**src/hdl/us2_pkg.sv**
```systemverilog
package us2_pkg;

	localparam int ADR_W = 4;
	localparam int DAT_W = 32;
	localparam int SEL_W = 4;

	// byte addresses of the word-wide registers
	localparam logic [ADR_W-1:0] OFS_S2 = 4'h0;
	localparam logic [ADR_W-1:0] OFS_CTRL = 4'h4;
	localparam logic [ADR_W-1:0] OFS_IRQ_ST = 4'h8;
	localparam logic [ADR_W-1:0] OFS_IRQ_MASK = 4'hc;

	// serial_status_two fields, msb first, bit 5 reads zero
	typedef struct packed {
		logic line_break_detect_flag;
		logic rx_edge_flag;
		logic rsvd;
		logic rx_polarity_invert;
		logic wake_idle_flag_select;
		logic long_break_tx;
		logic line_break_detect_enable;
		logic receiver_active_flag;
	} us2_s2_s;

	localparam logic [7:0] S2_RST = 8'h00;

	// control register bit positions
	localparam int CTRL_NINE = 0;
	localparam int CTRL_TWO_STOP = 1;
	localparam int CTRL_STANDBY = 2;
	localparam int CTRL_SEND_BREAK = 3;
	localparam int CTRL_W = 4;
	localparam logic [CTRL_W-1:0] CTRL_RST = 4'h0;

	// event bits of the interrupt status and mask registers
	localparam int EV_BREAK = 0;
	localparam int EV_EDGE = 1;
	localparam int EV_IDLE = 2;
	localparam int EV_FE = 3;
	localparam int EV_FULL = 4;
	localparam int EV_W = 5;
	localparam logic [EV_W-1:0] EV_RST = 5'h00;

	localparam int CNT_W = 4;
	localparam logic [CNT_W-1:0] BASE_FRAME_BITS = 4'ha;
	localparam logic [CNT_W-1:0] LONG_BREAK_EXTRA = 4'h3;
	localparam logic [CNT_W-1:0] DATA_BITS_BASE = 4'h8;
	localparam logic [CNT_W-1:0] ONE_BIT = 4'h1;

	localparam int CLK_HZ = 50_000_000;
	localparam int BAUD_DEFAULT = 115_200;

	typedef struct packed {
		logic cyc;
		logic stb;
		logic we;
		logic [ADR_W-1:0] adr;
		logic [SEL_W-1:0] sel;
		logic [DAT_W-1:0] dat;
	} us2_wb_req_s;

	typedef enum logic [1:0] {
		RX_IDLE,
		RX_START,
		RX_DATA,
		RX_STOP
	} us2_rx_state_e;

	// character length in bit times plus an extra amount
	function automatic logic [CNT_W-1:0] frame_bits(
		input logic nine,
		input logic two_stop,
		input logic [CNT_W-1:0] extra
	);
		frame_bits = BASE_FRAME_BITS + {3'h0, nine} + {3'h0, two_stop}
			+ extra;
	endfunction : frame_bits

endpackage : us2_pkg

```
**src/hdl/us2_sync.sv**
```systemverilog
`timescale 1ns/1ps

module us2_sync #(
	parameter logic RST_VAL = 1'b1
) (
	input wire logic clk_i,
	input wire logic rst_i,
	input wire logic d_i,
	output logic q_o
);

	logic meta_reg;

	// first stage feeds only the second
	always_ff @(posedge clk_i) begin
		if (rst_i) begin
			meta_reg <= RST_VAL;
			q_o <= RST_VAL;
		end else begin
			meta_reg <= d_i;
			q_o <= meta_reg;
		end
	end

endmodule : us2_sync

```
**src/hdl/us2_baud.sv**
```systemverilog
`timescale 1ns/1ps

module us2_baud #(
	parameter int BIT_CYCLES = 434
) (
	input wire logic clk_i,
	input wire logic rst_i,
	input wire logic restart_i,
	input wire logic load_half_i,
	output logic tick_o
);

	localparam int CW = $clog2(BIT_CYCLES);
	localparam logic [CW-1:0] FULL = CW'(BIT_CYCLES - 1);
	// the registered tick costs a cycle, so loads after a restart run short
	localparam logic [CW-1:0] FIRST = CW'(BIT_CYCLES - 2);
	localparam logic [CW-1:0] HALF = CW'(BIT_CYCLES / 2 - 2);

	logic [CW-1:0] cnt_reg;

	initial begin
		if (BIT_CYCLES < 4) begin
			$error("us2_baud: BIT_CYCLES must be at least 4");
		end
	end

	// free running, so idle and break counts see ticks without a frame
	always_ff @(posedge clk_i) begin
		if (rst_i) begin
			cnt_reg <= FULL;
			tick_o <= 1'b0;
		end else if (restart_i) begin
			cnt_reg <= load_half_i ? HALF : FIRST;
			tick_o <= 1'b0;
		end else if (cnt_reg == '0) begin
			cnt_reg <= FULL;
			tick_o <= 1'b1;
		end else begin
			cnt_reg <= cnt_reg - 1'b1;
			tick_o <= 1'b0;
		end
	end

endmodule : us2_baud

```
**src/hdl/us2_top.sv**
```systemverilog
// Design decisions made here: the address map and register access over Wishbone.
`timescale 1ns/1ps

module us2_top #(
	parameter int CLK_HZ = us2_pkg::CLK_HZ,
	parameter int BAUD_RATE = us2_pkg::BAUD_DEFAULT
) (
	input wire logic clk_i,
	input wire logic rst_i,
	input wire us2_pkg::us2_wb_req_s wb_req_i,
	output logic [us2_pkg::DAT_W-1:0] wb_dat_o,
	output logic wb_ack_o,
	input wire logic serial_rx_pin_i,
	output logic serial_tx_o,
	output logic irq_o
);

	localparam int BIT_CYCLES = CLK_HZ / BAUD_RATE;
	localparam int CW = us2_pkg::CNT_W;

	initial begin
		if (BIT_CYCLES < 4) begin
			$error("us2_top: clock too slow for the chosen baud rate");
		end
	end

	us2_pkg::us2_s2_s s2_reg;
	logic [us2_pkg::CTRL_W-1:0] ctrl_reg;
	logic [us2_pkg::EV_W-1:0] irq_st_reg;
	logic [us2_pkg::EV_W-1:0] irq_mask_reg;
	logic [us2_pkg::EV_W-1:0] ev_vec;

	us2_pkg::us2_rx_state_e rx_state_reg;
	logic [CW-1:0] bit_cnt_reg;
	logic [CW-1:0] low_cnt_reg;
	logic [CW-1:0] high_cnt_reg;
	logic stop_bad_reg;
	logic rx_sync;
	logic rx_line;
	logic rx_line_d_reg;
	logic rx_tick;
	logic rx_fall;
	logic rx_restart;
	logic rx_sample;

	logic tx_busy_reg;
	logic [CW-1:0] tx_cnt_reg;
	logic tx_tick;
	logic tx_start;
	logic tx_done;

	logic wb_access;
	logic wb_wr;
	logic wr_s2;
	logic wr_ctrl;
	logic wr_irq_st;
	logic wr_irq_mask;
	logic [7:0] wdat;

	logic nine_bit_select;
	logic two_stop_select;
	logic receive_standby;
	logic [CW-1:0] data_bits;
	logic [CW-1:0] stop_bits;
	logic [CW-1:0] frame_len;
	logic [CW-1:0] break_thr;
	logic [CW-1:0] tx_len;

	logic start_ok;
	logic frame_end;
	logic ev_fe;
	logic ev_full;
	logic break_hit;
	logic idle_hit;
	logic idle_flag_set;
	logic break_flag_set;

	// bus decode: a write takes effect at the edge where the master sees ack
	assign wb_access = wb_req_i.cyc & wb_req_i.stb;
	assign wb_wr = wb_access & wb_req_i.we & wb_ack_o & wb_req_i.sel[0];
	assign wdat = wb_req_i.dat[7:0];
	assign wr_s2 = wb_wr & (wb_req_i.adr == us2_pkg::OFS_S2);
	assign wr_ctrl = wb_wr & (wb_req_i.adr == us2_pkg::OFS_CTRL);
	assign wr_irq_st = wb_wr & (wb_req_i.adr == us2_pkg::OFS_IRQ_ST);
	assign wr_irq_mask = wb_wr & (wb_req_i.adr == us2_pkg::OFS_IRQ_MASK);

	assign nine_bit_select = ctrl_reg[us2_pkg::CTRL_NINE];
	assign two_stop_select = ctrl_reg[us2_pkg::CTRL_TWO_STOP];
	assign receive_standby = ctrl_reg[us2_pkg::CTRL_STANDBY];

	// framing lengths; long_break_tx only reaches the transmit length
	assign data_bits = us2_pkg::DATA_BITS_BASE + {3'h0, nine_bit_select};
	assign stop_bits = us2_pkg::ONE_BIT + {3'h0, two_stop_select};
	assign frame_len = us2_pkg::frame_bits(nine_bit_select, two_stop_select,
		'0);
	assign break_thr = us2_pkg::frame_bits(nine_bit_select, two_stop_select,
		{3'h0, s2_reg.line_break_detect_enable});
	assign tx_len = us2_pkg::frame_bits(nine_bit_select, two_stop_select,
		s2_reg.long_break_tx ? us2_pkg::LONG_BREAK_EXTRA : '0);

	us2_sync #(
		.RST_VAL(1'b1)
	) u_rx_sync (
		.clk_i(clk_i),
		.rst_i(rst_i),
		.d_i(serial_rx_pin_i),
		.q_o(rx_sync)
	);

	// inversion sits ahead of every receive path
	assign rx_line = rx_sync ^ s2_reg.rx_polarity_invert;

	always_ff @(posedge clk_i) begin
		if (rst_i) begin
			rx_line_d_reg <= 1'b1;
		end else begin
			rx_line_d_reg <= rx_line;
		end
	end

	// a falling edge of the inverted line is the pin's active edge
	assign rx_fall = rx_line_d_reg & ~rx_line;
	assign rx_restart = (rx_state_reg == us2_pkg::RX_IDLE) & rx_fall;
	// a free tick on the restart edge would add a sample ahead of the start
	assign rx_sample = rx_tick & ~rx_restart;

	us2_baud #(
		.BIT_CYCLES(BIT_CYCLES)
	) u_rx_baud (
		.clk_i(clk_i),
		.rst_i(rst_i),
		.restart_i(rx_restart),
		.load_half_i(1'b1),
		.tick_o(rx_tick)
	);

	// receive frame tracking
	assign start_ok = (rx_state_reg == us2_pkg::RX_START) & rx_tick & ~rx_line;
	assign frame_end = (rx_state_reg == us2_pkg::RX_STOP) & rx_tick
		& (bit_cnt_reg == stop_bits - us2_pkg::ONE_BIT);
	assign ev_fe = frame_end & (stop_bad_reg | ~rx_line)
		& ~s2_reg.line_break_detect_enable;
	assign ev_full = frame_end & ~s2_reg.line_break_detect_enable;

	always_ff @(posedge clk_i) begin
		if (rst_i) begin
			rx_state_reg <= us2_pkg::RX_IDLE;
			bit_cnt_reg <= '0;
			stop_bad_reg <= 1'b0;
		end else begin
			unique case (rx_state_reg)
				us2_pkg::RX_IDLE: begin
					if (rx_fall) begin
						rx_state_reg <= us2_pkg::RX_START;
					end
				end
				us2_pkg::RX_START: begin
					if (rx_tick) begin
						// a glitch shorter than half a bit is no start
						rx_state_reg <= rx_line ? us2_pkg::RX_IDLE
							: us2_pkg::RX_DATA;
						bit_cnt_reg <= '0;
					end
				end
				us2_pkg::RX_DATA: begin
					if (rx_tick) begin
						if (bit_cnt_reg == data_bits - us2_pkg::ONE_BIT) begin
							rx_state_reg <= us2_pkg::RX_STOP;
							bit_cnt_reg <= '0;
							stop_bad_reg <= 1'b0;
						end else begin
							bit_cnt_reg <= bit_cnt_reg + us2_pkg::ONE_BIT;
						end
					end
				end
				us2_pkg::RX_STOP: begin
					if (rx_tick) begin
						stop_bad_reg <= stop_bad_reg | ~rx_line;
						bit_cnt_reg <= bit_cnt_reg + us2_pkg::ONE_BIT;
						if (frame_end) begin
							rx_state_reg <= us2_pkg::RX_IDLE;
						end
					end
				end
			endcase
		end
	end

	// run lengths saturate at their threshold so each hit fires once
	assign break_hit = rx_sample & ~rx_line & (low_cnt_reg != break_thr)
		& (low_cnt_reg + us2_pkg::ONE_BIT == break_thr);
	assign idle_hit = rx_sample & rx_line & (high_cnt_reg != frame_len)
		& (high_cnt_reg + us2_pkg::ONE_BIT == frame_len);

	always_ff @(posedge clk_i) begin
		if (rst_i) begin
			low_cnt_reg <= '0;
			high_cnt_reg <= '0;
		end else if (rx_sample) begin
			if (rx_line) begin
				low_cnt_reg <= '0;
				if (high_cnt_reg != frame_len) begin
					high_cnt_reg <= high_cnt_reg + us2_pkg::ONE_BIT;
				end
			end else begin
				high_cnt_reg <= '0;
				if (low_cnt_reg != break_thr) begin
					low_cnt_reg <= low_cnt_reg + us2_pkg::ONE_BIT;
				end
			end
		end
	end

	assign break_flag_set = break_hit & s2_reg.line_break_detect_enable;
	// an idle that wakes the receiver from standby may stay silent
	assign idle_flag_set = idle_hit
		& (~receive_standby | s2_reg.wake_idle_flag_select);

	// serial_status_two: hardware sets win over a same-cycle clear
	always_ff @(posedge clk_i) begin
		if (rst_i) begin
			s2_reg <= us2_pkg::S2_RST;
		end else begin
			if (break_flag_set) begin
				s2_reg.line_break_detect_flag <= 1'b1;
			end else if (wr_s2 & wdat[7]) begin
				s2_reg.line_break_detect_flag <= 1'b0;
			end
			if (rx_fall) begin
				s2_reg.rx_edge_flag <= 1'b1;
			end else if (wr_s2 & wdat[6]) begin
				s2_reg.rx_edge_flag <= 1'b0;
			end
			s2_reg.rsvd <= 1'b0;
			if (wr_s2) begin
				s2_reg.rx_polarity_invert <= wdat[4];
				s2_reg.wake_idle_flag_select <= wdat[3];
				s2_reg.long_break_tx <= wdat[2];
				s2_reg.line_break_detect_enable <= wdat[1];
			end
			if (start_ok) begin
				s2_reg.receiver_active_flag <= 1'b1;
			end else if (idle_hit) begin
				s2_reg.receiver_active_flag <= 1'b0;
			end
		end
	end

	// control: send_break starts a break and clears itself at its end
	always_ff @(posedge clk_i) begin
		if (rst_i) begin
			ctrl_reg <= us2_pkg::CTRL_RST;
		end else begin
			if (wr_ctrl) begin
				ctrl_reg <= wdat[us2_pkg::CTRL_W-1:0]
					| {ctrl_reg[us2_pkg::CTRL_SEND_BREAK] & ~tx_done, 3'h0};
			end else if (tx_done) begin
				ctrl_reg[us2_pkg::CTRL_SEND_BREAK] <= 1'b0;
			end
		end
	end

	// break transmitter
	assign tx_start = ~tx_busy_reg & ctrl_reg[us2_pkg::CTRL_SEND_BREAK];
	assign tx_done = tx_busy_reg & tx_tick & (tx_cnt_reg == us2_pkg::ONE_BIT);

	us2_baud #(
		.BIT_CYCLES(BIT_CYCLES)
	) u_tx_baud (
		.clk_i(clk_i),
		.rst_i(rst_i),
		.restart_i(tx_start),
		.load_half_i(1'b0),
		.tick_o(tx_tick)
	);

	always_ff @(posedge clk_i) begin
		if (rst_i) begin
			tx_busy_reg <= 1'b0;
			tx_cnt_reg <= '0;
			serial_tx_o <= 1'b1;
		end else if (tx_start) begin
			tx_busy_reg <= 1'b1;
			tx_cnt_reg <= tx_len;
			serial_tx_o <= 1'b0;
		end else if (tx_busy_reg & tx_tick) begin
			tx_cnt_reg <= tx_cnt_reg - us2_pkg::ONE_BIT;
			if (tx_done) begin
				tx_busy_reg <= 1'b0;
				serial_tx_o <= 1'b1;
			end
		end
	end

	// interrupt status: sticky, write one to clear, event beats clear
	assign ev_vec = {ev_full, ev_fe, idle_flag_set, rx_fall, break_flag_set};

	always_ff @(posedge clk_i) begin
		if (rst_i) begin
			irq_st_reg <= us2_pkg::EV_RST;
		end else if (wr_irq_st) begin
			irq_st_reg <= (irq_st_reg & ~wdat[us2_pkg::EV_W-1:0]) | ev_vec;
		end else begin
			irq_st_reg <= irq_st_reg | ev_vec;
		end
	end

	always_ff @(posedge clk_i) begin
		if (rst_i) begin
			irq_mask_reg <= us2_pkg::EV_RST;
		end else if (wr_irq_mask) begin
			irq_mask_reg <= wdat[us2_pkg::EV_W-1:0];
		end
	end

	always_ff @(posedge clk_i) begin
		if (rst_i) begin
			irq_o <= 1'b0;
		end else begin
			irq_o <= |(irq_st_reg & irq_mask_reg);
		end
	end

	// bus answer: ack one cycle after the request, read data with it
	function automatic logic [us2_pkg::DAT_W-1:0] read_mux(
		input logic [us2_pkg::ADR_W-1:0] adr
	);
		read_mux = '0;
		unique case (adr)
			us2_pkg::OFS_S2: read_mux[7:0] = s2_reg;
			us2_pkg::OFS_CTRL: read_mux[us2_pkg::CTRL_W-1:0] = ctrl_reg;
			us2_pkg::OFS_IRQ_ST: read_mux[us2_pkg::EV_W-1:0] = irq_st_reg;
			us2_pkg::OFS_IRQ_MASK: read_mux[us2_pkg::EV_W-1:0] = irq_mask_reg;
			default: read_mux = '0;
		endcase
	endfunction : read_mux

	always_ff @(posedge clk_i) begin
		if (rst_i) begin
			wb_ack_o <= 1'b0;
			wb_dat_o <= '0;
		end else begin
			wb_ack_o <= wb_access & ~wb_ack_o;
			if (wb_access & ~wb_ack_o) begin
				wb_dat_o <= read_mux(wb_req_i.adr);
			end
		end
	end

endmodule : us2_top

```
**config.mk**
```make
export PLATFORM = sky130hd
export DESIGN_NAME = us2_top
export DESIGN_NICKNAME = d
export VERILOG_FILES = /design/src/hdl/us2_pkg.sv /design/src/hdl/us2_sync.sv /design/src/hdl/us2_baud.sv /design/src/hdl/us2_top.sv
export SDC_FILE = /design/constraint.sdc
export NUM_CORES = 1
export LEC_CHECK = 0
export BUFFER_PORTS_ARGS = -buffer_cell sky130_fd_sc_hd__buf_4
export CAP_MARGIN = 40
export CELL_PAD_IN_SITES_DETAIL_PLACEMENT = 0
export CELL_PAD_IN_SITES_GLOBAL_PLACEMENT = 2
export CORE_MARGIN = 5
export CORE_UTILIZATION = 33
export DETAILED_ROUTE_END_ITERATION = 10
export HOLD_SLACK_MARGIN = 0.1
export PLACE_DENSITY_LB_ADDON = 0.1
export SLEW_MARGIN = 30
export SYNTH_ARGS = -nofsm -noshare
export SYNTH_HDL_FRONTEND = slang
export SYNTH_SLANG_ARGS = --single-unit
```
**constraint.sdc**
```tcl
create_clock -name clk_i -period 2.3 [get_ports clk_i]
set_input_delay 0.23 -clock clk_i [delete_from_list [all_inputs] [get_ports clk_i]]
set_output_delay 0.23 -clock clk_i [all_outputs]
set_load 0.01 [all_outputs]
```
# Yosys cells after proc, flatten, opt, wreduce, memory -nomap -nowiden

Cells that the tools add are included.

Bitwise gates (word level): 49
Add/subtract/negate cells: 14
Equal/unequal tests: 20
Multiplexer cells: 47
Reduce and logical (&&, ||, !) cells: 24

Operators by type and width:

| cell                | count |
|---|---|
| $mux 4              | 10 |
| $and 1x1->1         | 33 |
| $mux 1              | 20 |
| $logic_not 9->1     | 2 |
| $mux 9              | 2 |
| $sub 9x1->9 const B | 2 |
| $eq 4x4->1          | 4 |
| $mux 2              | 8 |
| $pmux 4 s4          | 1 |
| $reduce_bool 2->1   | 8 |
| $add 4x1->4 const B | 3 |
| $pmux 4 s3          | 1 |
| $and 5x5->5         | 2 |
| $or 5x5->5          | 2 |
| $add 4x1->4         | 2 |
| $add 4x1->4 const A | 2 |
| $eq 4x4->1 const B  | 2 |
| $ne 2x1->1 const B  | 4 |
| $ne 4x4->1          | 2 |
| $pmux 2 s4          | 1 |
| $reduce_and 4->1    | 2 |
| $sub 4x1->4 const B | 2 |
| $not 1->1           | 7 |
| $ne 2x2->1 const B  | 3 |
| 23 further kinds    | 29 |

Register bits after elaboration: 76
Output and inout bits: 35
Word-level logic and storage cells: 186

# Depth between registers and ports, before layout

Gate-level depths: netlist (run 1).

Depth in word-level cells: 12
Depth in mapped cells: 7
Gate-level depth less buffers: 7

# Cells and area by module

A second synthesis (run 1) with hierarchy kept.

Cells, all modules: 443
Area, all modules: 3986.3 µm²

By module, submodules not included:

| module   | area an instance (µm²) | instances | cells an instance |
|---|---|---|---|
| us2_top  | 2927.8                 | 1         | 325 |
| us2_baud | 503.0                  | 2         | 57 |
| us2_sync | 52.6                   | 1         | 4 |

# Worst setup path before layout (run 1)

OpenSTA, ideal clock, no wires.

Path kind: register to register
Start point: register ctrl_reg[0] (netlist name)
End point: register irq_st_reg[2] (netlist name)
Arrival: 1.718 ns
Data required time: 2.229 ns
Clock period less this slack: 1.789 ns
Buffers on the path: 0
Path slack: 0.511 ns
Stages on the path, launching flop included: 7
Path through: dfxtp_1 > ha_1 > nand2b_1 > o21ai_0 > a22oi_1 > or4_1 > a21oi_1

Cells in the longest elaborated chain, start to end: 8
Elaborated cells between the ends (all ways): 10
Classes of those cells: add/sub: 2; eq/ne: 2; mux: 1; bitwise: 5

Ends and longest elaborated chain:

| item                          | RTL line                       | source |
|---|---|---|
| from (decl)                   | us2_top.sv:28                  | `logic [us2_pkg::CTRL_W-1:0] ctrl_reg;` |
| from (signal assigned)        | us2_top.sv:252                 | `ctrl_reg <= us2_pkg::CTRL_RST;` |
| from (signal assigned)        | us2_top.sv:255                 | `ctrl_reg <= wdat[us2_pkg::CTRL_W-1:0]` |
| $add 4x1->4 (*) (2 in a row)  | us2_pkg.sv:75                  | `frame_bits = BASE_FRAME_BITS + {3'h0, nine} + {3'h0, two_stop}` |
| $ne 4x4->1                    | us2_top.sv:192                 | `assign idle_hit = rx_sample & rx_line & (high_cnt_reg != frame_len)` |
| $and 1x1->1                   | us2_top.sv:192                 |  |
| $and 1x1->1 (*)               | us2_top.sv:193                 | `& (high_cnt_reg + us2_pkg::ONE_BIT == frame_len);` |
| $and 1x1->1 (*)               | us2_top.sv:217                 | `& (~receive_standby \| s2_reg.wake_idle_flag_select);` |
| $or 5x5->5 (on tied branches) | us2_top.sv:304, us2_top.sv:302 |  |
| $mux 5 (*)                    | us2_top.sv:301                 | `end else if (wr_irq_st) begin` |
| to (signal assigned)          | us2_top.sv:300                 | `irq_st_reg <= us2_pkg::EV_RST;` |
| to (signal assigned)          | us2_top.sv:302                 | `irq_st_reg <= (irq_st_reg & ~wdat[us2_pkg::EV_W-1:0]) \| ev_vec;` |
| to (signal assigned)          | us2_top.sv:304                 | `irq_st_reg <= irq_st_reg \| ev_vec;` |
| to (decl)                     | us2_top.sv:29                  | `logic [us2_pkg::EV_W-1:0] irq_st_reg;` |

Mark *: on every way between the ends. The rest lies on a longest branch, timed or not.
A chain may end at the register's enable or synchronous reset.

# Worst setup path in the final report (run 1)

Start point: register ctrl_reg[1] (netlist name)
End point: register irq_st_reg[0] (netlist name)

Cells in the longest elaborated chain, start to end: 8
Elaborated cells between the ends (all ways): 10
Classes of those cells: add/sub: 2; eq/ne: 2; mux: 1; bitwise: 5

Ends and longest elaborated chain:

| item                          | RTL line                       | source |
|---|---|---|
| $add 4x1->4 (*)               | us2_pkg.sv:75                  |  |
| $add 4x1->4 (*)               | us2_pkg.sv:76                  | `+ extra;` |
| $ne 4x4->1                    | us2_top.sv:190                 | `assign break_hit = rx_sample & ~rx_line & (low_cnt_reg != break_thr)` |
| $and 1x1->1                   | us2_top.sv:190                 |  |
| $and 1x1->1 (*)               | us2_top.sv:191                 | `& (low_cnt_reg + us2_pkg::ONE_BIT == break_thr);` |
| $and 1x1->1 (*)               | us2_top.sv:214                 | `assign break_flag_set = break_hit & s2_reg.line_break_detect_enable;` |
| $or 5x5->5 (on tied branches) | us2_top.sv:304, us2_top.sv:302 |  |
| $mux 5 (*)                    | us2_top.sv:301                 |  |

Marked as above.

==> results.sh, run 1 <==
export IMPL_dpl_hpwl_um=6530
export IMPL_wl_met1_um=4450
export IMPL_worstPathRequired_ns=2.56
export IMPL_drc=0
export IMPL_start_util=0.336
export IMPL_grt_pass1_vias=3003
export IMPL_synthFlopType="dfxtp_1"
export IMPL_p_leak_uw=0.00176
export IMPL_clk_latency_ns=0.32
export IMPL_synth_cell_type_count=65
export IMPL_cts_setup_buffers=0
export IMPL_worstPathArrival_ns=2.31
export IMPL_drv_cap=0
export IMPL_crit_type="flip-flop to flip-flop"
export IMPL_drt_first_pass_iters=4
export IMPL_yosys_register_bits=74
export IMPL_finalCritPeriodShare=0.891
export IMPL_seqPwrFrac=0.463
export IMPL_switching_share=0.230
export IMPL_drt_wl_total_um=8930
export IMPL_coreArea_mm2=0.0114
export IMPL_num_rows=39
export IMPL_clk_pin_slew_ns=0.06
export IMPL_fin_skew_ns=0.00729
export IMPL_nets=516
export IMPL_syn_area_mm2=0.00382
export IMPL_ff2ff_setup_slack_ns=0.25
export IMPL_cp_max_fo=6
export IMPL_crit_family="simple AND/OR/NAND/NOR gates"
export IMPL_io_buffer_count=27
export IMPL_grt_usage=0.132
export IMPL_p_int_uw=2240
export IMPL_ios=81
export IMPL_numCtsBuffers=9
export IMPL_met2_length_um=4210
export IMPL_ir_worst_vdd_uv=324
export IMPL_share_clk_of_total_power=0.466
export IMPL_grt_pass1_wl_um=15200
export IMPL_setup_viol=0
export IMPL_synth_warnings=0
export IMPL_layout_commonest_cell="dfxtp_1"
export IMPL_vias=3022
export IMPL_drv_slew=0
export IMPL_stdcell_area_mm2=0.00437
export IMPL_gp_congestion=0.749
export IMPL_top_layer="met4"
export IMPL_postSynthAreaPerCell_um2=8.88
export IMPL_dieWidth_um=118
export IMPL_netlist_instances=430
export IMPL_synth_top_cell_area_share=0.388
export IMPL_wl_per_cell_um=14.8
export IMPL_maxSlewHeadroom=0.664
export IMPL_p_total_uw=2910
export IMPL_ys_seq_area_frac=0.388
export IMPL_via_per_inst=5.00
export IMPL_crit_path_end_kind="flip-flop"
export IMPL_p_switching_uw=671
export IMPL_clockBufferDepth=2
export IMPL_path_buf_inv=0
export IMPL_grt_overflow_total=0
export IMPL_die_area_mm2=0.0138
export IMPL_postRouteAntennaNets=0
export IMPL_cp_cell_sequence="fa_1, xnor2_1, nand3b_1, nor4b_1, nand4_1, nand2_1"
export IMPL_slowest_stage="dfxtp_1"
export IMPL_rsz0062_at_grt="false"
export IMPL_htreeDepth=3
export IMPL_cts_root_buffer="clkbuf_16"
export IMPL_area_growth_pct=14.5
export IMPL_p_per_area_mw_per_mm2=666
export IMPL_final_hold_violation_count=0
export IMPL_grt_max_degree=31
export IMPL_cts_tree="yes"
export IMPL_placed_area_mm2=0.00408
export IMPL_antenna_cells=0
export IMPL_cpPeakStageDelay_ns=0.52
export IMPL_worstSetupStartpointType="flip-flop"
export IMPL_grt_antenna_before_repair=0
export IMPL_setup_ws_ns=0.250
export IMPL_tns_ns=0
export IMPL_comb_power_share=0.071
export IMPL_netlist_top_cells_area="dfxtp_1 (39%), buf_4 (4.9%), nor2_1 (4.7%)"
export IMPL_fmax_ghz=0.488
export IMPL_tightest_slew_ns=0.503
export IMPL_final_cell_mix="dfxtp_1 (73), nor2_1 (48), buf_4 (34), nand2_1 (28)"
export IMPL_drt_iter0_drc=173
export IMPL_synth_edf_count=0
export IMPL_drive_gt1_frac=0.145
export IMPL_post_place_ws_ns=0.213
export IMPL_status="completed"
export IMPL_wl_met3_um=237
export IMPL_die_y_um=118
export IMPL_finalCriticalPeriod_ns=2.05
export IMPL_synth_top_area_cell="dfxtp_1"
export IMPL_clkSinkCount=74
export IMPL_synthArstFlopShare=0
export IMPL_hold_path_class="primary input to flip-flop"
-- layer usage --
metal	up-vias	track usage
li1	1522	-
met1	1457	0.171
met2	39	0.222
met3	4	0.0312
met4	0	0.0337
met5	-	0
-- tightest hold or removal path: stages --
cell and delay [ns]:
buf_4 0.10, mux2i_1 0.06, nor2_1 0.07
-- cell families (layout without fill, tap and decap cells) --
| logic type | after synthesis | in the layout | synth area share |
|---|---|---|---|
| compound gates | 80 | 80 | 0.139 |
| xor+xnor | 23 | 23 | 0.0547 |
| fa+ha+maj | 14 | 14 | 0.0498 |
| buf+inv | 63 | 70 | 0.0872 |
| flops | 74 | 74 | 0.388 |
| mux | 17 | 17 | 0.0583 |
| other cells | 1 | 25 | 0.000982 |
| simple gates | 158 | 158 | 0.222 |
-- repair_timing --
| action | 4_1_cts | 5_1_grt |
|---|---|---|
| resized for setup | 0 | 1 |
| hold endpoints to repair | 0 | 1 |
| endpoints found under the setup margin | 0 | 1 |
| hold buffers | 0 | 1 |
-- Yosys cell counts, drive strengths merged (4+ instances only) --
cell	count
xnor2	14
nor3b	4
nor3	12
a211oi	6
a21oi	25
mux4	4
mux2i	11
buf	27
nor2	48
nand4	4
ha	12
nand3	20
nor4	4
nand2	29
a32oi	4
dfxtp	74
or2	5
o21ai	12
nor2b	4
inv	19
clkbuf	17
nor4b	4
a22oi	10
nand2b	4
xor2	9
-- through the flow --
step / utilization / hold WS (ns) / instances
after floorplan: - / 0.334 / 454
after global placement: 0.359 / 0.399 / 587
after detailed placement: 0.359 / 0.397 / 587
after CTS: 0.384 / 0.106 / 603
after global routing: 0.385 / 0.197 / 604
final: 0.385 / 0.165 / 604
-- path summary, 6_finish.rpt --
| path | start | endpoint | depth (start not counted) |
|---|---|---|---|
| setup / recovery | ctrl_reg[1] | irq_st_reg[0] | 6 |
| hold reg to reg | u_rx_sync.meta_reg | u_rx_sync.q_o | 1 |
| hold / removal | wb_req_i[4] | irq_mask_reg[4] | 3 |
| setup reg to reg | ctrl_reg[1] | irq_st_reg[0] | 6 |
-- power by group through the flow --
stage	combinational [uW]	clock, uW	sequential, uW
final	207	1360	1350
after global routing	237	1450	1350
after CTS	208	1400	1350
after detailed placement	207	0	1380
after global placement	207	0	1370
after floorplan	178	0	1370
-- final cells by class --
| class | instances | area [um2] |
|---|---|---|
| Sequential cell | 74 | 1480 |
| Clock buffer | 13 | 240 |
| Timing Repair Buffer | 35 | 265 |
| Clock inverter | 3 | 40.0 |
| Multi-Input combinational cell | 317 | 2090 |
| Tap cell | 143 | 179 |
| Fill cell | 1152 | 7000 |
| Inverter | 19 | 71.3 |
No activity file was read; power rests on OpenSTA's default activity.
==> inputs of run 2 (changes only) <==
CORE_UTILIZATION = 29   (was 33)
clock period = 1.8 ns   (was 2.3 ns; I/O delays follow)
==> run 2 against run 1 <==
The flow now finishes with violations (negative setup slack). Cell count rose by 10%. Setup slack got worse by 0.27 ns. Combinational power is 42% higher. Non-clock buffer count rose by 30. Design area rose by 7.9%. Die area rose by 13%. Fmax increased by 13%. Via count increased by 1.6%. Wire length grew 5.3%. Critical path type unchanged.
==> results.sh, run 2 (synthesis results as in run 1) <==
export IMPL_violations="negative setup slack"
export IMPL_crit_family="compound AO/OA/AOI/OAI gates"
export IMPL_worstPathArrival_ns=2.09
export IMPL_htreeDepth=3
export IMPL_drv_cap=0
export IMPL_via_per_inst=4.61
export IMPL_start_util=0.292
export IMPL_drive_gt1_frac=0.216
export IMPL_gp_congestion=0.763
export IMPL_final_hold_violation_count=0
export IMPL_p_per_area_mw_per_mm2=797
export IMPL_crit_top_cell="o211ai_1"
export IMPL_grt_antenna_before_repair=0
export IMPL_nets=546
export IMPL_drv_slew=0
export IMPL_status="finished, violations left"
export IMPL_cts_tree="yes"
export IMPL_drt_iter0_drc=191
export IMPL_drt_first_pass_iters=4
export IMPL_finalCoreUtilization=0.360
export IMPL_antenna_cells=0
export IMPL_coreArea_mm2=0.0131
export IMPL_ff2ff_setup_slack_ns=-0.02
export IMPL_dpl_hpwl_um=7110
export IMPL_io_buffer_count=27
export IMPL_postRouteAntennaNets=0
export IMPL_setup_viol=1
export IMPL_crit_type="flip-flop to flip-flop"
export IMPL_ir_worst_vdd_uv=340
export IMPL_grt_pass1_vias=2959
export IMPL_clkSinkCount=74
export IMPL_fillers=1334
export IMPL_area_growth_pct=23.5
export IMPL_cp_max_fo=4
export IMPL_die_y_um=125
export IMPL_dieWidth_um=125
export IMPL_grt_pass1_wl_um=15300
export IMPL_layout_commonest_cell="dfxtp_1"
export IMPL_holdWs_ns=0.110
export IMPL_worstSetupStartpointType="flip-flop"
export IMPL_cts_root_buffer="clkbuf_16"
export IMPL_finalCriticalPeriod_ns=1.82
export IMPL_final_cell_mix="dfxtp_1 (72), buf_4 (61), nor2_1 (48), nand2_1 (28)"
export IMPL_crit_path_end_kind="flip-flop"
export IMPL_rsz0062_at_grt="true"
export IMPL_grt_max_degree=26
export IMPL_die_area_mm2=0.0156
export IMPL_numCtsBuffers=9
export IMPL_clk_pin_slew_ns=0.06
export IMPL_cp_cell_sequence="fa_2, xnor2_1, o211ai_1, o211ai_1, nand2_1, a21oi_1"
export IMPL_vias=3069
export IMPL_slowest_stage="fa_2"
export IMPL_fmax_ghz=0.549
export IMPL_finalCritPeriodShare=1.01
export IMPL_drc=0
export IMPL_setup_ws_ns=-0.0216
export IMPL_grt_overflow_total=0
export IMPL_num_rows=42
export IMPL_drt_wl_total_um=9400
export IMPL_fin_skew_ns=0.00719
export IMPL_clockBufferDepth=2
export IMPL_worstPathRequired_ns=2.06
export IMPL_p_leak_uw=0.00192
export IMPL_cpPeakStageDelay_ns=0.56
export IMPL_hold_path_class="primary input to flip-flop"
export IMPL_ios=81
export IMPL_grt_usage=0.123
export IMPL_clk_latency_ns=0.34
export IMPL_path_buf_inv=0
export IMPL_wl_per_cell_um=14.1
run 2: changes by cell type in the layout (fill, tap and decap cells not counted), sizes merged:
cell         change
clkinv           +1
clkbuf           -3
clkinvlp         +1
buf             +27
dlygate4sd3      +3
run 2: per-stage QoR:
step           instance area (um2)  cells  setup TNS (ns)  setup slack, ns  power [uW]
6_report                      4720    666         -0.0216          -0.0216        3760
3_3_place_gp                  4320    646           -1.12           -0.130        2040
2_1_floorplan                 3910    454               0           0.0111        1970
5_1_grt                       4720    666          -0.637           -0.127        3930
3_5_place_dp                  4320    646           -1.06           -0.150        2040
4_1_cts                       4650    665          -0.452          -0.0784        3830
run 2: tightest hold or removal path, cell delays in order:
cell,delay (ns)
buf_4,0.10
mux2i_1,0.06
nor2_1,0.07
run 2: final cells by class:
class,instances,area (um2),area share
Sequential cell,74,1490,0.316
Inverter,19,71.3,0.0151
Tap cell,176,220,0.0467
Timing Repair Buffer,65,498,0.106
Multi-Input combinational cell,317,2150,0.456
Clock inverter,5,56.3,0.0119
Clock buffer,10,229,0.0486
run 2: path summary, 6_finish.rpt:
check                           depth (start not counted)               start         endpoint
worst max-delay path                                    6         ctrl_reg[0]   low_cnt_reg[3]
worst min-delay path                                    3         wb_req_i[3]  irq_mask_reg[3]
worst max register to register                          6         ctrl_reg[0]   low_cnt_reg[3]
worst min register to register                          1  u_rx_sync.meta_reg    u_rx_sync.q_o
run 2: routing by layer:
| metal | vias to the layer above | global-route usage | part of all wire |
|---|---|---|---|
| met5 | - | 0 | 0 |
| met4 | 0 | 0.0542 | 0.018 |
| met3 | 9 | 0.0240 | 0.024 |
| met2 | 26 | 0.188 | 0.45 |
| met1 | 1447 | 0.168 | 0.51 |
| li1 | 1587 | - | - |
run 2: where the power goes:
part / total, uW / internal [uW] / leakage (uW) / switching (uW)
Clock: 1750 / 1060 / 0.000138 / 688
Sequential: 1720 / 1680 / 0.000602 / 38.6
Combinational: 294 / 131 / 0.00118 / 163
run 2: repair_timing:
| item | in CTS | in global routing |
|---|---|---|
| hold buffers | 4 | 0 |
| resized for setup | 3 | 12 |
| endpoints found under the setup margin | 12 | 12 |
| buffers inserted | 0 | 1 |
| pin swaps | 0 | 9 |
| endpoints found under the hold margin | 4 | 0 |
==> inputs of run 3 (changes only) <==
PLACE_DENSITY_LB_ADDON = 0.05   (was 0.1)
==> run 3 against run 2 <==
Largest cell class unchanged. Non-clock buffer count increased by 2. Sequential power about the same. Worst hold slack got worse by 0.0013 ns. First-iteration DRC count grew 2.1%. Core utilization up 0.96 points. The flow still finishes with violations (negative setup slack). Die area unchanged. Via count is 2.3% higher. Cell count rose by 0.30%.
==> results.sh, run 3 (synthesis results as in run 1) <==
export IMPL_drive_gt1_frac=0.238
export IMPL_worstPathRequired_ns=2.07
export IMPL_grt_antenna_before_repair=0
export IMPL_clkSinkCount=74
export IMPL_grt_max_degree=26
export IMPL_vias=3140
export IMPL_drc=0
export IMPL_gp_congestion=0.748
export IMPL_postRouteAntennaNets=0
export IMPL_rsz0062_at_grt="true"
export IMPL_num_rows=42
export IMPL_drt_first_pass_iters=4
export IMPL_cts_root_buffer="clkbuf_16"
export IMPL_hold_path_class="primary input to flip-flop"
export IMPL_finalNonFillerCells=668
export IMPL_p_total_uw=4130
export IMPL_drv_cap=0
export IMPL_drt_wl_total_um=9800
export IMPL_drt_iter0_drc=195
export IMPL_wl_per_cell_um=14.7
export IMPL_holdWs_ns=0.109
export IMPL_grt_pass1_vias=3028
export IMPL_ir_worst_vdd_uv=370
export IMPL_ios=81
export IMPL_layout_commonest_cell="dfxtp_1"
export IMPL_htreeDepth=3
export IMPL_cpPeakStageDelay_ns=0.58
export IMPL_dpl_hpwl_um=7150
export IMPL_status="finished, violations left"
export IMPL_finalCriticalPeriod_ns=1.86
export IMPL_fillers=1331
export IMPL_setup_ws_ns=-0.0630
export IMPL_io_buffer_count=27
export IMPL_p_leak_uw=0.00196
export IMPL_die_area_mm2=0.0156
export IMPL_finalCritPeriodShare=1.04
export IMPL_final_cell_mix="dfxtp_1 (70), buf_4 (61), nor2_1 (48), nand2_1 (28), conb_1 (25)"
export IMPL_grt_usage=0.127
export IMPL_drv_slew=0
export IMPL_antenna_cells=0
export IMPL_via_per_inst=4.70
export IMPL_crit_top_cell="o211ai_1"
export IMPL_cp_max_fo=4
export IMPL_post_place_ws_ns=-0.180
export IMPL_nets=548
export IMPL_fmax_ghz=0.537
export IMPL_start_util=0.292
export IMPL_die_y_um=125
export IMPL_crit_path_end_kind="flip-flop"
export IMPL_final_hold_violation_count=0
export IMPL_numCtsBuffers=9
export IMPL_grt_overflow_total=0
export IMPL_setup_viol=4
export IMPL_clk_pin_slew_ns=0.06
export IMPL_grt_pass1_wl_um=15800
export IMPL_fin_skew_ns=0.00699
export IMPL_p_per_area_mw_per_mm2=852
export IMPL_coreArea_mm2=0.0131
export IMPL_slowest_stage="fa_2"
export IMPL_clk_latency_ns=0.34
export IMPL_crit_type="flip-flop to flip-flop"
export IMPL_area_growth_pct=26.8
export IMPL_dieWidth_um=125
export IMPL_worstPathArrival_ns=2.14
export IMPL_cp_cell_sequence="fa_2, xnor2_2, o211ai_1, o211ai_1, nand2_1, a21oi_2"
export IMPL_violations="negative setup slack"
export IMPL_placedCellCount=647
export IMPL_clockBufferDepth=2
export IMPL_cts_tree="yes"
export IMPL_worstSetupStartpointType="flip-flop"
-- run 3: per-stage QoR --
stage | util | setup TNS [ns] | cell area (um2)
finish | 0.370 | -0.182 | 4840
floorplan | - | 0 | 3910
CTS | 0.365 | -0.121 | 4780
global placement | 0.332 | -1.16 | 4340
detailed placement | 0.332 | -1.22 | 4340
global route | 0.370 | -0.688 | 4840
-- run 3: worst max-delay path, delay by kind of cell, from the launching register on --
kind | cells | cell delay [ns]
AOI/OAI and AO/OA | 3 | 0.60
adders and majority gates | 1 | 0.58
DFF | 1 | 0.37
xor gates and xnor gates | 1 | 0.13
and+or+nand+nor | 1 | 0.11
-- run 3: area by class of cell --
class                   instances  area (um2)  share of cell area
repair buffers                 67         528               0.109
clock buffers                  10         239              0.0494
clock inverters                 5         103              0.0212
well taps                     176         220              0.0455
inverters                      19        71.3              0.0147
flip-flops and latches         74        1490               0.308
multi-input cells             317        2190               0.452
-- run 3: worst paths after layout --
kind                                       end               start  cells past startpoint  slack (ns)
worst max-delay path            low_cnt_reg[3]         ctrl_reg[1]                      6       -0.06
worst min-delay path            low_cnt_reg[3]               rst_i                      2        0.11
worst max register to register  low_cnt_reg[3]         ctrl_reg[1]                      6       -0.06
worst min register to register   u_rx_sync.q_o  u_rx_sync.meta_reg                      1        0.41
-- run 3: where the power goes --
part           total [uW]  switching, uW  internal (uW)  leakage [uW]
Sequential           1710           37.3           1680      0.000603
Combinational         308            168            140       0.00119
Clock                2100            722           1380      0.000165
-- run 3: timing repair --
action	CTS	global route
resized for setup	8	15
hold buffers	5	0
setup buffers	1	0
pin swaps	12	7
setup endpoints to repair	11	12
endpoints found under the hold margin	6	0
-- run 3: layer usage --
| layer | routed length (um) | track usage |
|---|---|---|
| met1 | 5010 | 0.177 |
| met2 | 4270 | 0.185 |
| met3 | 273 | 0.0240 |
| met4 | 243 | 0.0696 |
| met5 | 0 | 0 |
